File: config.mk
export PLATFORM = sky130hd
export DESIGN_NAME = aso_serial_output_config
export DESIGN_NICKNAME = d
export VERILOG_FILES = /design/src/design/aso_spi_port.v /design/src/design/aso_serial_output_config.v
export VERILOG_INCLUDE_DIRS = /design/src /design/src/pkg
export SDC_FILE = /design/constraint.sdc
export NUM_CORES = 1
export LEC_CHECK = 0
export BUFFER_PORTS_ARGS = -buffer_cell sky130_fd_sc_hd__buf_2
export CAP_MARGIN = 20
export CORE_ASPECT_RATIO = 0.75
export CORE_UTILIZATION = 52
export DETAILED_ROUTE_END_ITERATION = 16
export GPL_TIMING_DRIVEN = 0
export PLACE_DENSITY_LB_ADDON = 0.12
export SETUP_SLACK_MARGIN = 0.05
export SLEW_MARGIN = 10
export SYNTH_ARGS = -nofsm -noshare
export SYNTH_HDL_FRONTEND = slang
export SYNTH_SLANG_ARGS = --single-unit
File: constraint.sdc
create_clock -name i_mclk -period 2.2 [get_ports i_mclk]
set_input_delay 0.44 -clock i_mclk [delete_from_list [all_inputs] [get_ports i_mclk]]
set_output_delay 0.44 -clock i_mclk [all_outputs]
set_load 0.01 [all_outputs]
File: src/pkg/aso_regs.vh
// Purpose: register offsets, field positions and reset values for the
//          serial output configuration bank
// Assumes: 13-bit register addresses, 8-bit registers
// Notes:   definitions only; included by bare name
`ifndef ASO_REGS_VH
`define ASO_REGS_VH

// ==========================================================
// addresses
`define ASO_ADDR_W 13
`define ASO_A_DEV_INDEX 13'h0005
`define ASO_A_CLK_DIV 13'h000B
`define ASO_A_OUT_MODE 13'h0014
`define ASO_A_OUT_ADJUST 13'h0015
`define ASO_A_OUT_PHASE 13'h0016
`define ASO_A_SER_CTRL 13'h0021
`define ASO_A_TRANSFER 13'h00FF
`define ASO_A_RES_OVR 13'h0100
`define ASO_A_UIO_TWO 13'h0101
`define ASO_A_UIO_THREE 13'h0102

// ==========================================================
// writable bit masks (open bits ignore writes, read zero)
`define ASO_M_DEV_INDEX 8'h3F
`define ASO_M_CLK_DIV 8'h07
`define ASO_M_OUT_MODE 8'h01
`define ASO_M_OUT_ADJUST 8'h31
`define ASO_M_OUT_PHASE 8'h7F
`define ASO_M_SER_CTRL 8'hFF
`define ASO_M_RES_OVR 8'h77
`define ASO_M_UIO_TWO 8'h01
`define ASO_M_UIO_THREE 8'h08

// ==========================================================
// reset values
`define ASO_R_DEV_INDEX 8'h3F
`define ASO_R_CLK_DIV 8'h00
`define ASO_R_OUT_MODE 8'h01
`define ASO_R_OUT_ADJUST 8'h00
`define ASO_R_OUT_PHASE 8'h00
`define ASO_R_SER_CTRL 8'h30
`define ASO_R_RES_OVR 8'h00
`define ASO_R_UIO 8'h00

// ==========================================================
// field positions
`define ASO_F_FORMAT 0
`define ASO_F_DRIVE 0
`define ASO_F_TERM_LO 4
`define ASO_F_CLKSEL_LO 4
`define ASO_F_FRAME2X 2
`define ASO_F_OVR_EN 6
`define ASO_F_PD_DIS 0
`define ASO_F_VCM_PD 3
`define ASO_F_XFER 0
`define ASO_F_LSB_FIRST 7
`define ASO_F_PLL_LOW 3
`define ASO_F_MODE_LO 4
`define ASO_F_WORD_LO 0
`define ASO_F_RES_LO 4
`define ASO_F_RATE_LO 0
`define ASO_F_IN_PH_LO 4
`define ASO_F_OUT_PH_LO 0
`define ASO_F_CHAN_LO 0
// last defined data clock phase step, 11 x 60 degrees
`define ASO_DCLK_PH_MAX 4'hB

// ==========================================================
// serial data modes (bits 6:4 of serialization register)
`define ASO_MODE_SDR_BIT 3'h0
`define ASO_MODE_SDR_BYTE 3'h1
`define ASO_MODE_DDR_BIT 3'h2
`define ASO_MODE_DDR_BYTE 3'h3
`define ASO_MODE_ONE_WORD 3'h4
`define ASO_WORD_12 2'h2
`define ASO_RES_12 2'h2

`endif

File: src/design/aso_spi_port.v
// Purpose: three-wire serial control port front end
// Assumes: sclk, csb and sdio inputs synchronous to i_mclk and slower
//          than half its rate
// Notes:   one instruction plus one data byte per frame
`timescale 1ns/1ps
`include "aso_regs.vh"

module aso_spi_port (
  input wire i_mclk,
  input wire i_rst_n,
  input wire i_sclk,
  input wire i_csb_n,
  input wire i_sdio,
  output reg o_sdio,
  output reg o_sdio_oe,
  output reg o_wr,
  output reg [`ASO_ADDR_W-1:0] o_addr,
  output reg [7:0] o_wdata,
  input wire [7:0] i_rdata
);

  reg sclk_q;
  reg [4:0] cnt_q;
  reg [14:0] shift_q;
  reg rnw_q;
  reg load_q;
  reg [7:0] out_q;
  wire rise;
  wire fall;

  assign rise = i_sclk & ~sclk_q;
  assign fall = ~i_sclk & sclk_q;

  // ==========================================================
  // frame engine: 16 instruction bits then 8 data bits
  always @(posedge i_mclk) begin
    if (!i_rst_n) begin
      sclk_q <= 1'b0;
      cnt_q <= 5'h00;
      shift_q <= 15'h0000;
      rnw_q <= 1'b0;
      load_q <= 1'b0;
      out_q <= 8'h00;
      o_sdio <= 1'b0;
      o_sdio_oe <= 1'b0;
      o_wr <= 1'b0;
      o_addr <= 13'h0000;
      o_wdata <= 8'h00;
    end else begin
      sclk_q <= i_sclk;
      o_wr <= 1'b0;
      load_q <= 1'b0;
      // read data fetched one cycle after address is latched
      if (load_q) begin
        out_q <= i_rdata;
      end
      if (i_csb_n) begin
        cnt_q <= 5'h00;
        o_sdio_oe <= 1'b0;
      end else if (rise && cnt_q < 5'd24) begin
        shift_q <= {shift_q[13:0], i_sdio};
        cnt_q <= cnt_q + 5'd1;
        if (cnt_q == 5'd15) begin
          rnw_q <= shift_q[14];
          o_addr <= {shift_q[11:0], i_sdio};
          load_q <= shift_q[14];
        end
        if (cnt_q == 5'd23 && !rnw_q) begin
          o_wr <= 1'b1;
          o_wdata <= {shift_q[6:0], i_sdio};
        end
      end else if (fall && rnw_q && cnt_q >= 5'd16) begin
        // drive on falling edge so host samples on the rising one
        o_sdio <= out_q[7];
        out_q <= {out_q[6:0], 1'b0};
        o_sdio_oe <= (cnt_q < 5'd24);
      end
    end
  end

endmodule // aso_spi_port

File: src/design/aso_serial_output_config.v
// Purpose: configuration bank for the serial output path of a
//          multichannel converter, reached over the serial control port
// Assumes: i_mclk is the applied sample clock at 125 MHz; serial port
//          pins synchronous to it
// Notes:   all outputs registered; drive bits held per clock channel
//
// Summary of operation
// - format bit 1 twos complement, 0 offset
// - two bits pick output driver termination
// - drive bit sets clock outputs 1x/2x
// - termination overrides double drive on clocks
// - input phase picks sample cycle under divider
// - phase codes delay zero to seven cycles
// - output clock phase twelve 60-degree steps
// - override applies only after transfer strobe
// - override limits rate, resolution, not sampling
// - bit writes disable data pin pull-down
// - bit powers down common-mode reference
// - serialization resets to 0x30 default mode
// - serialization codes decode to lane modes
// - index bits select per-channel write targets
// - other registers take effect on write
`timescale 1ns/1ps
`include "aso_regs.vh"

module aso_serial_output_config (
  input wire i_mclk,
  input wire i_rst_n,
  input wire i_sclk,
  input wire i_csb_n,
  input wire i_sdio,
  output wire o_sdio,
  output wire o_sdio_oe,
  input wire [13:0] i_sample,
  output reg [13:0] o_sample,
  output reg o_sample_strobe,
  output reg o_twos_complement,
  output reg [1:0] o_termination,
  output reg [1:0] o_clk_drive_2x,
  output reg [3:0] o_channel_select,
  output reg [2:0] o_input_phase,
  output reg [3:0] o_data_clock_phase,
  output reg o_lsb_first,
  output reg o_pll_low_rate,
  output reg o_frame_clock_2x,
  output reg o_serial_word_length_12,
  output reg o_lane_ddr,
  output reg o_lane_bytewise,
  output reg o_single_lane,
  output reg [3:0] o_lane_rate_mult,
  output reg o_ovr_enable,
  output reg [1:0] o_ovr_resolution,
  output reg [2:0] o_ovr_rate,
  output reg o_pulldown_disable,
  output reg o_common_mode_reference_pd
);

  // ==========================================================
  // lane bit rate multiple of the sample rate for a mode
  function [3:0] lane_rate;
    input [2:0] mode;
    input [1:0] bits;
    reg twelve;
    begin
      twelve = (bits == `ASO_WORD_12);
      case (mode)
        `ASO_MODE_DDR_BIT,
        `ASO_MODE_DDR_BYTE: lane_rate = twelve ? 4'd3 : 4'd4;
        `ASO_MODE_SDR_BIT,
        `ASO_MODE_SDR_BYTE,
        `ASO_MODE_ONE_WORD: lane_rate = twelve ? 4'd6 : 4'd8;
        default: lane_rate = 4'd0;
      endcase
    end
  endfunction

  // ==========================================================
  // lane shape for a mode: {ddr, bytewise, single lane}
  function [2:0] lane_flags;
    input [2:0] mode;
    begin
      case (mode)
        `ASO_MODE_SDR_BIT: lane_flags = 3'h0;
        `ASO_MODE_SDR_BYTE: lane_flags = 3'h2;
        `ASO_MODE_DDR_BIT: lane_flags = 3'h4;
        `ASO_MODE_DDR_BYTE: lane_flags = 3'h6;
        `ASO_MODE_ONE_WORD: lane_flags = 3'h5;
        default: lane_flags = 3'h0;
      endcase
    end
  endfunction

  // ==========================================================
  // serial port front end
  wire wr;
  wire [`ASO_ADDR_W-1:0] addr;
  wire [7:0] wdata;
  reg [7:0] rdata;

  aso_spi_port u_port (
    .i_mclk(i_mclk),
    .i_rst_n(i_rst_n),
    .i_sclk(i_sclk),
    .i_csb_n(i_csb_n),
    .i_sdio(i_sdio),
    .o_sdio(o_sdio),
    .o_sdio_oe(o_sdio_oe),
    .o_wr(wr),
    .o_addr(addr),
    .o_wdata(wdata),
    .i_rdata(rdata)
  );

  // ==========================================================
  // register storage
  reg [7:0] dev_index_q;
  reg [7:0] clk_div_q;
  reg [7:0] out_mode_q;
  reg [7:0] out_adjust_q;
  reg [1:0] drive_q;
  reg [7:0] out_phase_q;
  reg [7:0] ser_ctrl_q;
  reg [7:0] ovr_staged_q;
  reg [7:0] ovr_active_q;
  reg [7:0] uio_two_q;
  reg [7:0] uio_three_q;
  reg [2:0] div_cnt_q;
  reg [2:0] div_cnt_d;
  wire [1:0] clk_sel;
  wire xfer;

  assign clk_sel = dev_index_q[`ASO_F_CLKSEL_LO+1:`ASO_F_CLKSEL_LO];
  assign xfer = wr && (addr == `ASO_A_TRANSFER) && wdata[`ASO_F_XFER];

  // ==========================================================
  // field slices of the stored registers
  wire [2:0] ser_mode;
  wire [1:0] ser_bits;
  wire [2:0] in_phase;
  wire [3:0] out_phase;
  wire [1:0] ovr_res;
  wire [2:0] ovr_rate;
  wire [2:0] lane_kind;

  assign ser_mode = ser_ctrl_q[`ASO_F_MODE_LO+2:`ASO_F_MODE_LO];
  assign ser_bits = ser_ctrl_q[`ASO_F_WORD_LO+1:`ASO_F_WORD_LO];
  assign in_phase = out_phase_q[`ASO_F_IN_PH_LO+2:`ASO_F_IN_PH_LO];
  assign out_phase = out_phase_q[`ASO_F_OUT_PH_LO+3:`ASO_F_OUT_PH_LO];
  assign ovr_res = ovr_active_q[`ASO_F_RES_LO+1:`ASO_F_RES_LO];
  assign ovr_rate = ovr_active_q[`ASO_F_RATE_LO+2:`ASO_F_RATE_LO];
  assign lane_kind = lane_flags(ser_mode);

  // ==========================================================
  // writes land immediately except the staged override
  always @(posedge i_mclk) begin
    if (!i_rst_n) begin
      dev_index_q <= `ASO_R_DEV_INDEX;
      clk_div_q <= `ASO_R_CLK_DIV;
      out_mode_q <= `ASO_R_OUT_MODE;
      out_adjust_q <= `ASO_R_OUT_ADJUST;
      drive_q <= 2'b00;
      out_phase_q <= `ASO_R_OUT_PHASE;
      ser_ctrl_q <= `ASO_R_SER_CTRL;
      ovr_staged_q <= `ASO_R_RES_OVR;
      uio_two_q <= `ASO_R_UIO;
      uio_three_q <= `ASO_R_UIO;
    end else if (wr) begin
      case (addr)
        `ASO_A_DEV_INDEX: begin
          dev_index_q <= wdata & `ASO_M_DEV_INDEX;
        end
        `ASO_A_CLK_DIV: begin
          clk_div_q <= wdata & `ASO_M_CLK_DIV;
        end
        `ASO_A_OUT_MODE: begin
          out_mode_q <= wdata & `ASO_M_OUT_MODE;
        end
        `ASO_A_OUT_ADJUST: begin
          out_adjust_q <= wdata & `ASO_M_OUT_ADJUST;
          // drive applies only to selected clock channels
          if (clk_sel[0]) begin
            drive_q[0] <= wdata[`ASO_F_DRIVE];
          end
          if (clk_sel[1]) begin
            drive_q[1] <= wdata[`ASO_F_DRIVE];
          end
        end
        `ASO_A_OUT_PHASE: begin
          out_phase_q <= wdata & `ASO_M_OUT_PHASE;
        end
        `ASO_A_SER_CTRL: begin
          ser_ctrl_q <= wdata & `ASO_M_SER_CTRL;
        end
        `ASO_A_RES_OVR: begin
          ovr_staged_q <= wdata & `ASO_M_RES_OVR;
        end
        `ASO_A_UIO_TWO: begin
          uio_two_q <= wdata & `ASO_M_UIO_TWO;
        end
        `ASO_A_UIO_THREE: begin
          uio_three_q <= wdata & `ASO_M_UIO_THREE;
        end
        default: begin
          // unmapped and transfer writes store nothing
        end
      endcase
    end
  end

  // ==========================================================
  // override shadow: copied only on the transfer strobe
  always @(posedge i_mclk) begin
    if (!i_rst_n) begin
      ovr_active_q <= `ASO_R_RES_OVR;
    end else if (xfer) begin
      ovr_active_q <= ovr_staged_q;
    end
  end

  // ==========================================================
  // read mux; transfer self-clears, unmapped reads zero
  always @* begin
    rdata = 8'h00;
    case (addr)
      `ASO_A_DEV_INDEX: rdata = dev_index_q;
      `ASO_A_CLK_DIV: rdata = clk_div_q;
      `ASO_A_OUT_MODE: rdata = out_mode_q;
      `ASO_A_OUT_ADJUST: begin
        // drive bit reads back from the lowest selected clock channel
        rdata = out_adjust_q & 8'hFE;
        if (clk_sel[0]) begin
          rdata[`ASO_F_DRIVE] = drive_q[0];
        end else if (clk_sel[1]) begin
          rdata[`ASO_F_DRIVE] = drive_q[1];
        end
      end
      `ASO_A_OUT_PHASE: rdata = out_phase_q;
      `ASO_A_SER_CTRL: rdata = ser_ctrl_q;
      `ASO_A_RES_OVR: rdata = ovr_staged_q;
      `ASO_A_UIO_TWO: rdata = uio_two_q;
      `ASO_A_UIO_THREE: rdata = uio_three_q;
      default: rdata = 8'h00;
    endcase
  end

  // ==========================================================
  // input clock divider counter, wraps at the programmed ratio
  always @* begin
    div_cnt_d = div_cnt_q + 3'd1;
    if (div_cnt_q >= clk_div_q[2:0]) begin
      div_cnt_d = 3'd0;
    end
  end

  always @(posedge i_mclk) begin
    if (!i_rst_n) begin
      div_cnt_q <= 3'd0;
      o_sample_strobe <= 1'b0;
    end else begin
      div_cnt_q <= div_cnt_d;
      // phase only matters with the divider on; a phase above the
      // ratio never matches, so the strobe stalls
      if (clk_div_q[2:0] == 3'd0) begin
        o_sample_strobe <= 1'b1;
      end else begin
        o_sample_strobe <= (div_cnt_q == in_phase);
      end
    end
  end

  // ==========================================================
  // sample word coding: offset binary in, flip msb for twos
  // complement; override may trim to 12 bits but never touches the
  // sampling strobe above
  always @(posedge i_mclk) begin
    if (!i_rst_n) begin
      o_sample <= 14'h0000;
    end else begin
      o_sample <= i_sample ^ {out_mode_q[`ASO_F_FORMAT], 13'h0000};
      if (ovr_active_q[`ASO_F_OVR_EN] &&
          ovr_res == `ASO_RES_12) begin
        o_sample[1:0] <= 2'b00;
      end
    end
  end

  // ==========================================================
  // registered configuration outputs
  always @(posedge i_mclk) begin
    if (!i_rst_n) begin
      o_twos_complement <= 1'b0;
      o_termination <= 2'b00;
      o_clk_drive_2x <= 2'b00;
      o_channel_select <= 4'h0;
      o_input_phase <= 3'd0;
      o_data_clock_phase <= 4'h0;
      o_lsb_first <= 1'b0;
      o_pll_low_rate <= 1'b0;
      o_frame_clock_2x <= 1'b0;
      o_serial_word_length_12 <= 1'b0;
      o_lane_ddr <= 1'b0;
      o_lane_bytewise <= 1'b0;
      o_single_lane <= 1'b0;
      o_lane_rate_mult <= 4'h0;
      o_ovr_enable <= 1'b0;
      o_ovr_resolution <= 2'b00;
      o_ovr_rate <= 3'd0;
      o_pulldown_disable <= 1'b0;
      o_common_mode_reference_pd <= 1'b0;
    end else begin
      o_twos_complement <= out_mode_q[`ASO_F_FORMAT];
      o_termination <=
        out_adjust_q[`ASO_F_TERM_LO+1:`ASO_F_TERM_LO];
      // any termination wins over double clock drive
      if (out_adjust_q[`ASO_F_TERM_LO+1:`ASO_F_TERM_LO] != 2'b00) begin
        o_clk_drive_2x <= 2'b00;
      end else begin
        o_clk_drive_2x <= drive_q;
      end
      o_channel_select <=
        dev_index_q[`ASO_F_CHAN_LO+3:`ASO_F_CHAN_LO];
      o_input_phase <= in_phase;
      // codes above the last step are not offsets; held there
      if (out_phase > `ASO_DCLK_PH_MAX) begin
        o_data_clock_phase <= `ASO_DCLK_PH_MAX;
      end else begin
        o_data_clock_phase <= out_phase;
      end
      o_lsb_first <= ser_ctrl_q[`ASO_F_LSB_FIRST];
      o_pll_low_rate <= ser_ctrl_q[`ASO_F_PLL_LOW];
      o_frame_clock_2x <= ser_ctrl_q[`ASO_F_FRAME2X];
      o_serial_word_length_12 <= (ser_bits == `ASO_WORD_12);
      // one decode feeds all three lane shape outputs
      o_lane_ddr <= lane_kind[2];
      o_lane_bytewise <= lane_kind[1];
      o_single_lane <= lane_kind[0];
      o_lane_rate_mult <= lane_rate(ser_mode, ser_bits);
      o_ovr_enable <= ovr_active_q[`ASO_F_OVR_EN];
      o_ovr_resolution <= ovr_res;
      o_ovr_rate <= ovr_rate;
      o_pulldown_disable <= uio_two_q[`ASO_F_PD_DIS];
      o_common_mode_reference_pd <=
        uio_three_q[`ASO_F_VCM_PD];
    end
  end

endmodule // aso_serial_output_config

* Word-level counts from Yosys, hierarchy flattened *
Cells that the tools add are included.

cells by class
  $add $sub $neg = 2
  order comparisons = 4
  eq/ne operators = 19
  mux-type cells = 14
  bitwise logic cells = 9
  reduce and logical (&&, ||, !) cells = 36

operators with widths
  cell                 number
  $pmux 8 s9           1
  $eq 13x5->1 const B  3
  $eq 13x9->1 const B  3
  $mux 8               4
  $reduce_and 2->1     11
  $reduce_and 3->1     5
  $xor 14x14->14       1
  $eq 13x3->1 const B  1
  $eq 13x4->1 const B  1
  $eq 13x6->1 const B  1
  $eq 13x8->1 const B  1
  $pmux 3 s4           1
  $reduce_or 2->1      6
  $mux 4               2
  $pmux 4 s2           1
  $logic_and 1x1->1    7
  $eq 3x2->1 const B   2
  $logic_not 3->1      2
  $not 1->1            6
  $reduce_or 3->1      2
  $add 5x1->5 const B  1
  $eq 5x4->1 const B   1
  $eq 5x5->1 const B   1
  $ge 5x5->1 const B   1
  14 further kinds     19

storage, ports and cells
  register bits after elaboration = 152
  input port bits = 19

* Longest topological paths before layout *
Gate-level depths: netlist of run 1.

  depth in word-level cells = 7
  depth in mapped cells = 8

* By module *
From an unflattened synthesis of run 1, not the netlist that was laid out.

second synthesis, totals
  cells, all modules = 600
  area total of the unflattened synthesis = 6005.8 µm²

modules (own cells, without submodules)
  module                    instances  cells an instance  area each (µm²)
  aso_serial_output_config  1          394                3817.4
  aso_spi_port              1          206                2188.3

* Worst setup path before layout of run 1 *
Ideal clock, no wire load.

  path kind = register to register
  start point = reg u_port.o_addr[4]
  end point = reg u_port.out_q[1]
  library setup time = 60 ps
  arrival time = 1998 ps
  slack = 143 ps
  cell stages (with the launch flop) = 8
  buffers on the path = 2
  period minus slack after synthesis = 2057 ps
  path through = dfxtp_1 buf_2 or4_4 buf_6 or3_1 a311o_1 a31oi_1 and3_1

on the way
  cells in the longest elaborated chain, start to end = 6
  elaborated cells on any way between the ends = 14

ends and longest elaborated chain
  item                                 RTL line                        source
  start, declared                      aso_spi_port.v:17               output reg [`ASO_ADDR_W-1:0] o_addr,
  start signal, assigned               aso_spi_port.v:65               o_addr <= {shift_q[11:0], i_sdio};
  $eq 13x9->1 (tied with other cells)  aso_serial_output_config.v:224  case (addr)
  $pmux 8 s9 (*)                       aso_serial_output_config.v:224
  $mux 8 (*)                           aso_spi_port.v:54               if (load_q) begin
  $mux 8                               aso_spi_port.v:72               end else if (fall && rnw_q && cnt_q >= 5'd16) begin
  $mux 8                               aso_spi_port.v:60               end else if (rise && cnt_q < 5'd24) begin
  $mux 8 (*)                           aso_spi_port.v:57               if (i_csb_n) begin
  end signal, assigned                 aso_spi_port.v:55               out_q <= i_rdata;
  end signal, assigned                 aso_spi_port.v:75               out_q <= {out_q[6:0], 1'b0};
  end, declared                        aso_spi_port.v:27               reg [7:0] out_q;

Every way passes the cells marked *; elsewhere a longest branch is shown, timed or not.
A chain may end at the register's enable or synchronous reset.

* Worst setup path after layout of run 1 *
  start point = reg u_port.o_addr[7]
  end point = reg u_port.out_q[1]

Same word-level chain as after synthesis.

==> reports/qor.yml, run 1 <==
status:
  outcome: "finished clean"
global_route:
  antenna_found_initial: 0
  grt_first_pass_wirelength_mm: 25.8
  grtUsageTotal_pct: 29.0
  grt_pass1_vias: 4515
  grt_max_degree: 17
  overflow: 0
logic_synthesis:
  seq_area_frac_synth_pct: 49.6
  synth_nets: 683
  yosys_warnings: 0
  netlist_instances: 658
  syn_area_mm2: 0.00610
  synth_edf_count: 0
  syn_avg_cell_area_um2: 9.26
  synth_ff_type: "dfxtp_1"
  synth.distinct_cells: 60
  synth_seq_cells: 151
  synthArstFlopShare_pct: 0
placement:
  routabilityCongestion: 0.939
  port_buffers: 69
  detailed_place_hpwl_mm: 12.2
cts:
  clk_pin_slew_ns: 0.06
  ctsHoldBuffers: 0
  cts_tree: "yes"
  numCtsBuffers: 17
  htree_levels: 4
  clock_path_buffers: 2
  cts_root_buf: "clkbuf_16"
  numClockSinks: 151
  clk_latency_ns: 0.43
timing:
  final_max_slew_viol_count: 0
  whs_ns: 0.214
  fin_skew_ns: 0.0152
  worstMarginPinSlew_ns: 0.913
  fin_crit_ns: 2.18
  rsz0062_at_grt: "yes"
  fmax_ghz: 0.459
  finalSetupViolCount: 0
  min_period_over_period_pct: 99.1
  max-slew-margin-rel_pct: 38.6
  hold_viol: 0
layout:
  drive_gt1_share_pct: 20.1
  fin_nets: 778
  area_growth_pct: 21.8
  layout_common_cells: "dfxtp_1, nand2_1, buf_2"
  layout_commonest_cell: "dfxtp_1"
  antenna_cells: 0
  nFillCells: 903
detailed_routing:
  wire_per_inst_um: 18.6
  finalWirelength_mm: 16.9
  vias: 5100
  drc: 0
  initialDrtViolationCount: 424
  drtAntennaViolNets: 0
  drt-vias-per-instance: 5.63
  drt_pass1_iterations: 5
pwr:
  total_power_w: 0.00580
  p_leak_nw: 2.96
  ir_worst_vdd_uv: 586
  power.density_mw_per_mm2: 782
run:
  drv_cap: 0
critical_path:
  cp-end-kind: "flip-flop"
  path_class: "flip-flop to flip-flop"
  worstSetupStartpointType: "flip-flop"
  cp_max_fo: 6
  crit_required_ns: 2.57
  r2r_cells: 6
  crit_arrival_ns: 2.55
floorplan:
  die-area_mm2: 0.0122
  boundaryPins: 71
  core.rowCount: 33
  fp.dieW_um: 127
  dieHeight_um: 95.8
  initial_core_util_pct: 54.7
  core_area_mm2: 0.0111
hold_path:
  hold_path_class: "primary input to flip-flop"
  holdPathStages: 2
layout make-up:
cell class              instances  area (µm²)  area share (%)
repair buffers                 80         428            5.76
inverters                      16        60.1           0.809
flip-flops and latches        151        3030            40.8
clock inverters                15         154            2.07
well taps                     140         175            2.36
clock buffers                  17         425            5.73
plain buffers                  34         183            2.46
multi-input cells             453        2970            40.0
through the flow:
step | setup WS (ns) | util, % | cells | TNS, ns | area (µm²)
3_3_place_gp | -0.525 | 59.3 | 867 | -15.48 | 6620
5_1_grt | -0.0315 | 66.6 | 906 | -0.0761 | 7420
4_1_cts | 0.0295 | 65.6 | 902 | 0 | 7310
6_report | 0.0192 | 66.6 | 906 | 0 | 7420
3_5_place_dp | -0.548 | 59.4 | 867 | -15.61 | 6620
2_1_floorplan | 0.143 | - | 658 | 0 | 6100
what timing repair did:
item	CTS	global route
hold endpoints to repair	0	0
setup endpoints to repair	70	56
buffers inserted	5	6
pin swaps	5	9
gates resized for setup	21	23
cloned	0	0
power breakdown:
group	internal [W]	leakage, nW	switching [W]
clock	0.00160	0.275	0.00126
combinational	0.0000681	1.46	0.000106
sequential	0.00276	1.23	0.00000905
final timing paths:
path                                        from  slack, ns               to
worst min-delay path                 i_sample[7]       0.21      o_sample[7]
worst max-delay path            u_port.o_addr[7]       0.02  u_port.out_q[1]
worst max register to register  u_port.o_addr[7]       0.02  u_port.out_q[1]
worst min register to register   ovr_active_q[2]       0.45    o_ovr_rate[2]
critical path: stages (launching register included):
cell and delay [ns]:
dfxtp_1 0.36, or4_4 0.52, buf_6 0.15, or3_1 0.34, a311o_1 0.41, a31oi_1 0.17
and3_1 0.18
synthesized netlist by cell type, types with 3 or more instances:
| cell type | count | area share, % |
|---|---|---|
| dfxtp_1 | 151 | 50 |
| nand4b_1 | 8 | 1.1 |
| inv_1 | 15 | 0.92 |
| buf_2 | 7 | 0.57 |
| a22o_1 | 3 | 0.43 |
| and3_1 | 6 | 0.62 |
| a31oi_1 | 5 | 0.51 |
| o21ai_0 | 10 | 0.82 |
| nand4_1 | 3 | 0.31 |
| nor2_1 | 26 | 1.6 |
| nor3_1 | 8 | 0.66 |
| ha_1 | 6 | 1.2 |
| a21boi_1 | 7 | 0.86 |
| and2_1 | 39 | 4.0 |
| nand3_1 | 37 | 3.0 |
| a21oi_1 | 14 | 1.1 |
| nor2b_1 | 28 | 2.9 |
| nor4_1 | 4 | 0.41 |
| nand2_1 | 102 | 6.3 |
| xor2_1 | 5 | 0.72 |
| a22oi_1 | 3 | 0.37 |
| clkbuf_1 | 29 | 1.8 |
| mux2i_1 | 35 | 5.7 |
| or3_1 | 3 | 0.31 |
| and3b_1 | 4 | 0.57 |
| nand2b_1 | 7 | 0.72 |
| a21boi_0 | 41 | 5.0 |
| mux2_2 | 3 | 0.55 |
| o21a_1 | 5 | 0.62 |
sequential cells by signal, indices dropped and copies added, names as in the netlist, 3 cells and up:
name,flops
ovr_active_q,6
o_ovr_rate,3
u_port.shift_q,15
o_input_phase,3
u_port.o_wdata,8
o_lane_rate_mult,4
dev_index_q,6
clk_div_q,3
ser_ctrl_q,8
o_sample,14
u_port.cnt_q,5
u_port.out_q,8
o_data_clock_phase,4
o_channel_select,4
out_phase_q,7
u_port.o_addr,13
div_cnt_q,3
ovr_staged_q,6
layer usage:
metal,GRT usage (%),vias to the layer above,share of wire (%)
met2,41.1,172,42
met3,7.67,17,7.5
li1,-,2452,-
met1,42.8,2459,49
met5,0,-,0
met4,8.53,0,1.0
kinds of logic after synthesis:
logic type               count (synthesis)  synth area share (%)
adder cells (fa/ha/maj)                  6                  1.23
buffers and inverters                   54                  3.59
AO/OA/AOI/OAI                          105                  12.3
XOR/XNOR                                 7                  1.01
flip-flops                             151                  49.6
multiplexers                            38                  6.30
AND/OR/NAND/NOR                        297                  25.9
No activity file was read; power rests on OpenSTA's default activity.
==> inputs of run 2 (changes only) <==
--- a/config.mk
+++ b/config.mk
@@ -9,7 +9,8 @@
 export BUFFER_PORTS_ARGS = -buffer_cell sky130_fd_sc_hd__buf_2
 export CAP_MARGIN = 20
 export CORE_ASPECT_RATIO = 0.75
-export CORE_UTILIZATION = 52
+export CORE_MARGIN = 2
+export CORE_UTILIZATION = 25
 export DETAILED_ROUTE_END_ITERATION = 16
 export GPL_TIMING_DRIVEN = 0
 export PLACE_DENSITY_LB_ADDON = 0.12
==> reports/qor.yml, run 2 (synthesis results as in run 1) <==
status:
  outcome: "finished clean"
floorplan:
  core.rowCount: 49  # +48%
  boundaryPins: 71  # unchanged
  fp.dieW_um: 184  # +45%
  die-area_mm2: 0.0257  # +110%
  core_area_mm2: 0.0240  # +120%
  initial_core_util_pct: 25.4  # -29 points
  dieHeight_um: 139  # +45%
critical_path:
  r2r_start: "u_port.o_addr[9]"
  cp_max_fo: 7  # +1
  crit_start: "u_port.o_addr[9]"
  slowest_delay_ns: 0.60  # +0.08 ns
  crit_arrival_ns: 2.55  # about the same
  cp-end-kind: "flip-flop"
  crit_chain: "or4_4 > buf_12 > buf_12 > nor4_4 > buf_6 > nand2_1 > a21oi_1 > a21o_1"
  r2r_cells: 8  # +2
  worstSetupStartpointType: "flip-flop"
  crit_required_ns: 2.58  # about the same
  critPathMostFrequentCell: "buf_12"
  path_class: "flip-flop to flip-flop"
  slowest_stage: "or4_4"
placement:
  dp.cells: 1060  # +22%
  port_buffers: 69  # unchanged
  routabilityCongestion: 0.865  # -7.8%
  dpl_worst_slack_ns: -0.540  # +0.00738 ns
  detailed_place_hpwl_mm: 14.8  # +21%
timing:
  rsz0062_at_grt: "yes"
  finalWorstSetupSlack_ns: 0.0302  # +0.0111 ns
  hold_viol: 0  # unchanged
  max-slew-margin-rel_pct: 44.0  # +5.4 points
  finalSetupViolCount: 0  # unchanged
  final_max_slew_viol_count: 0  # unchanged
  worstMarginPinSlew_ns: 0.841  # -0.0729 ns
  min_period_over_period_pct: 98.6  # -0.50 points
  fin_skew_ns: 0.0183  # +0.00311 ns
  fmax_ghz: 0.461  # +0.51%
  fin_crit_ns: 2.17  # -0.0111 ns
  whs_ns: 0.215  # +0.000529 ns
layout:
  utilization_pct: 32.1  # -35 points
  area_growth_pct: 26.0
  layout_commonest_cell: "dfxtp_1"
  layout_common_cells: "dfxtp_1, nand2_1, buf_2"
  nFillCells: 2519  # +180%
  largest_reg_flops: 15  # unchanged
  fin_nets: 779  # +0.13%
  largest-register: "u_port.shift_q"
  top_regs: "u_port.shift_q (15), o_sample (14), u_port.o_addr (13)"
  drive_gt1_share_pct: 20.1  # -0.026 points
  final_cells: 1099  # +21%
cts:
  cts_tree: "yes"
  clk_pin_slew_ns: 0.07  # about the same
  ctsHoldBuffers: 0  # unchanged
  numCtsBuffers: 17  # unchanged
  clk_latency_ns: 0.44  # about the same
  htree_levels: 4  # unchanged
  cts_root_buf: "clkbuf_16"
  numClockSinks: 151  # unchanged
  clock_path_buffers: 2  # unchanged
global_route:
  grt_max_degree: 17  # unchanged
  grtUsageTotal_pct: 15.9  # -13 points
  antenna_found_initial: 1  # +1
  grt_pass1_vias: 4824  # +6.8%
  overflow: 0  # unchanged
  grt_first_pass_wirelength_mm: 30.0  # +16%
detailed_routing:
  initialDrtViolationCount: 359  # -15%
  vias: 4988  # -2.2%
  wire_per_inst_um: 18.0  # -3.2%
  drt_pass1_iterations: 5  # unchanged
  wl_met3_mm: 1.18  # -7.1%
  drt-vias-per-instance: 4.54  # -19%
  wl_met2_mm: 7.85  # +10%
  drc: 0  # unchanged
  finalWirelength_mm: 19.8  # +17%
  met1_length_mm: 10.5  # +27%
  routed.top_layer: "met5"
  drtAntennaViolNets: 0  # unchanged
pwr:
  ir_worst_vdd_uv: 514  # -12%
  power.density_mw_per_mm2: 739  # -5.4%
  p_leak_nw: 2.94  # -0.47%
hold_path:
  holdPathStages: 2  # unchanged
  min_from: "i_sample[6]"
  hold_path_class: "primary input to flip-flop"
run:
  drv_cap: 0  # unchanged
run 2: stage by stage:
step                instance area, µm²  total power [W]  TNS, ns
floorplan                         6100          0.00292        0
global placement                  6860          0.00301   -23.79
detailed placement                6870          0.00301   -16.51
CTS                               7560          0.00575        0
global route                      7680          0.00589  -0.0344
finish                            7680          0.00568        0
run 2: final timing paths:
path	endpoint	slack, ns
max	u_port.out_q[6]	0.03
min	o_sample[6]	0.21
max reg2reg	u_port.out_q[6]	0.03
min reg2reg	o_ovr_rate[0]	0.47
run 2: routing by layer:
metal,track usage [%],up-vias
met2,21.5,119
met5,0,-
met4,5.09,2
li1,-,2462
met1,24.5,2387
met3,3.74,18
run 2: repair_timing:
action | 4_1_cts | 5_1_grt
setup buffers | 4 | 5
setup endpoints to repair | 60 | 57
resized for setup | 27 | 19
pin swaps | 6 | 11
endpoints found under the hold margin | 0 | 0
cloned | 0 | 1
run 2: critical path, delay by kind of cell, from the launching register on:
family	cells	cell delay, ns
compound gates	2	0.43
buf+inv	3	0.46
flops	1	0.34
simple gates	3	0.88
run 2: cell type report:
type / count / area, µm² / share of cell area (%)
diodes: 1 / 2.50 / 0.0326
clock inverters: 15 / 120 / 1.56
repair buffers: 81 / 465 / 6.06
clock buffers: 17 / 425 / 5.54
multi-input cells: 453 / 2990 / 38.9
flip-flops and latches: 151 / 3030 / 39.4
inverters: 16 / 60.1 / 0.782
plain buffers: 34 / 183 / 2.38
well taps: 331 / 414 / 5.39
run 2: power breakdown:
part	internal [W]	switching, W	leakage, nW
clock network	0.00146	0.00127	0.249
registers	0.00276	0.00000961	1.23
logic	0.0000699	0.000112	1.47
total	0.00429	0.00139	2.94
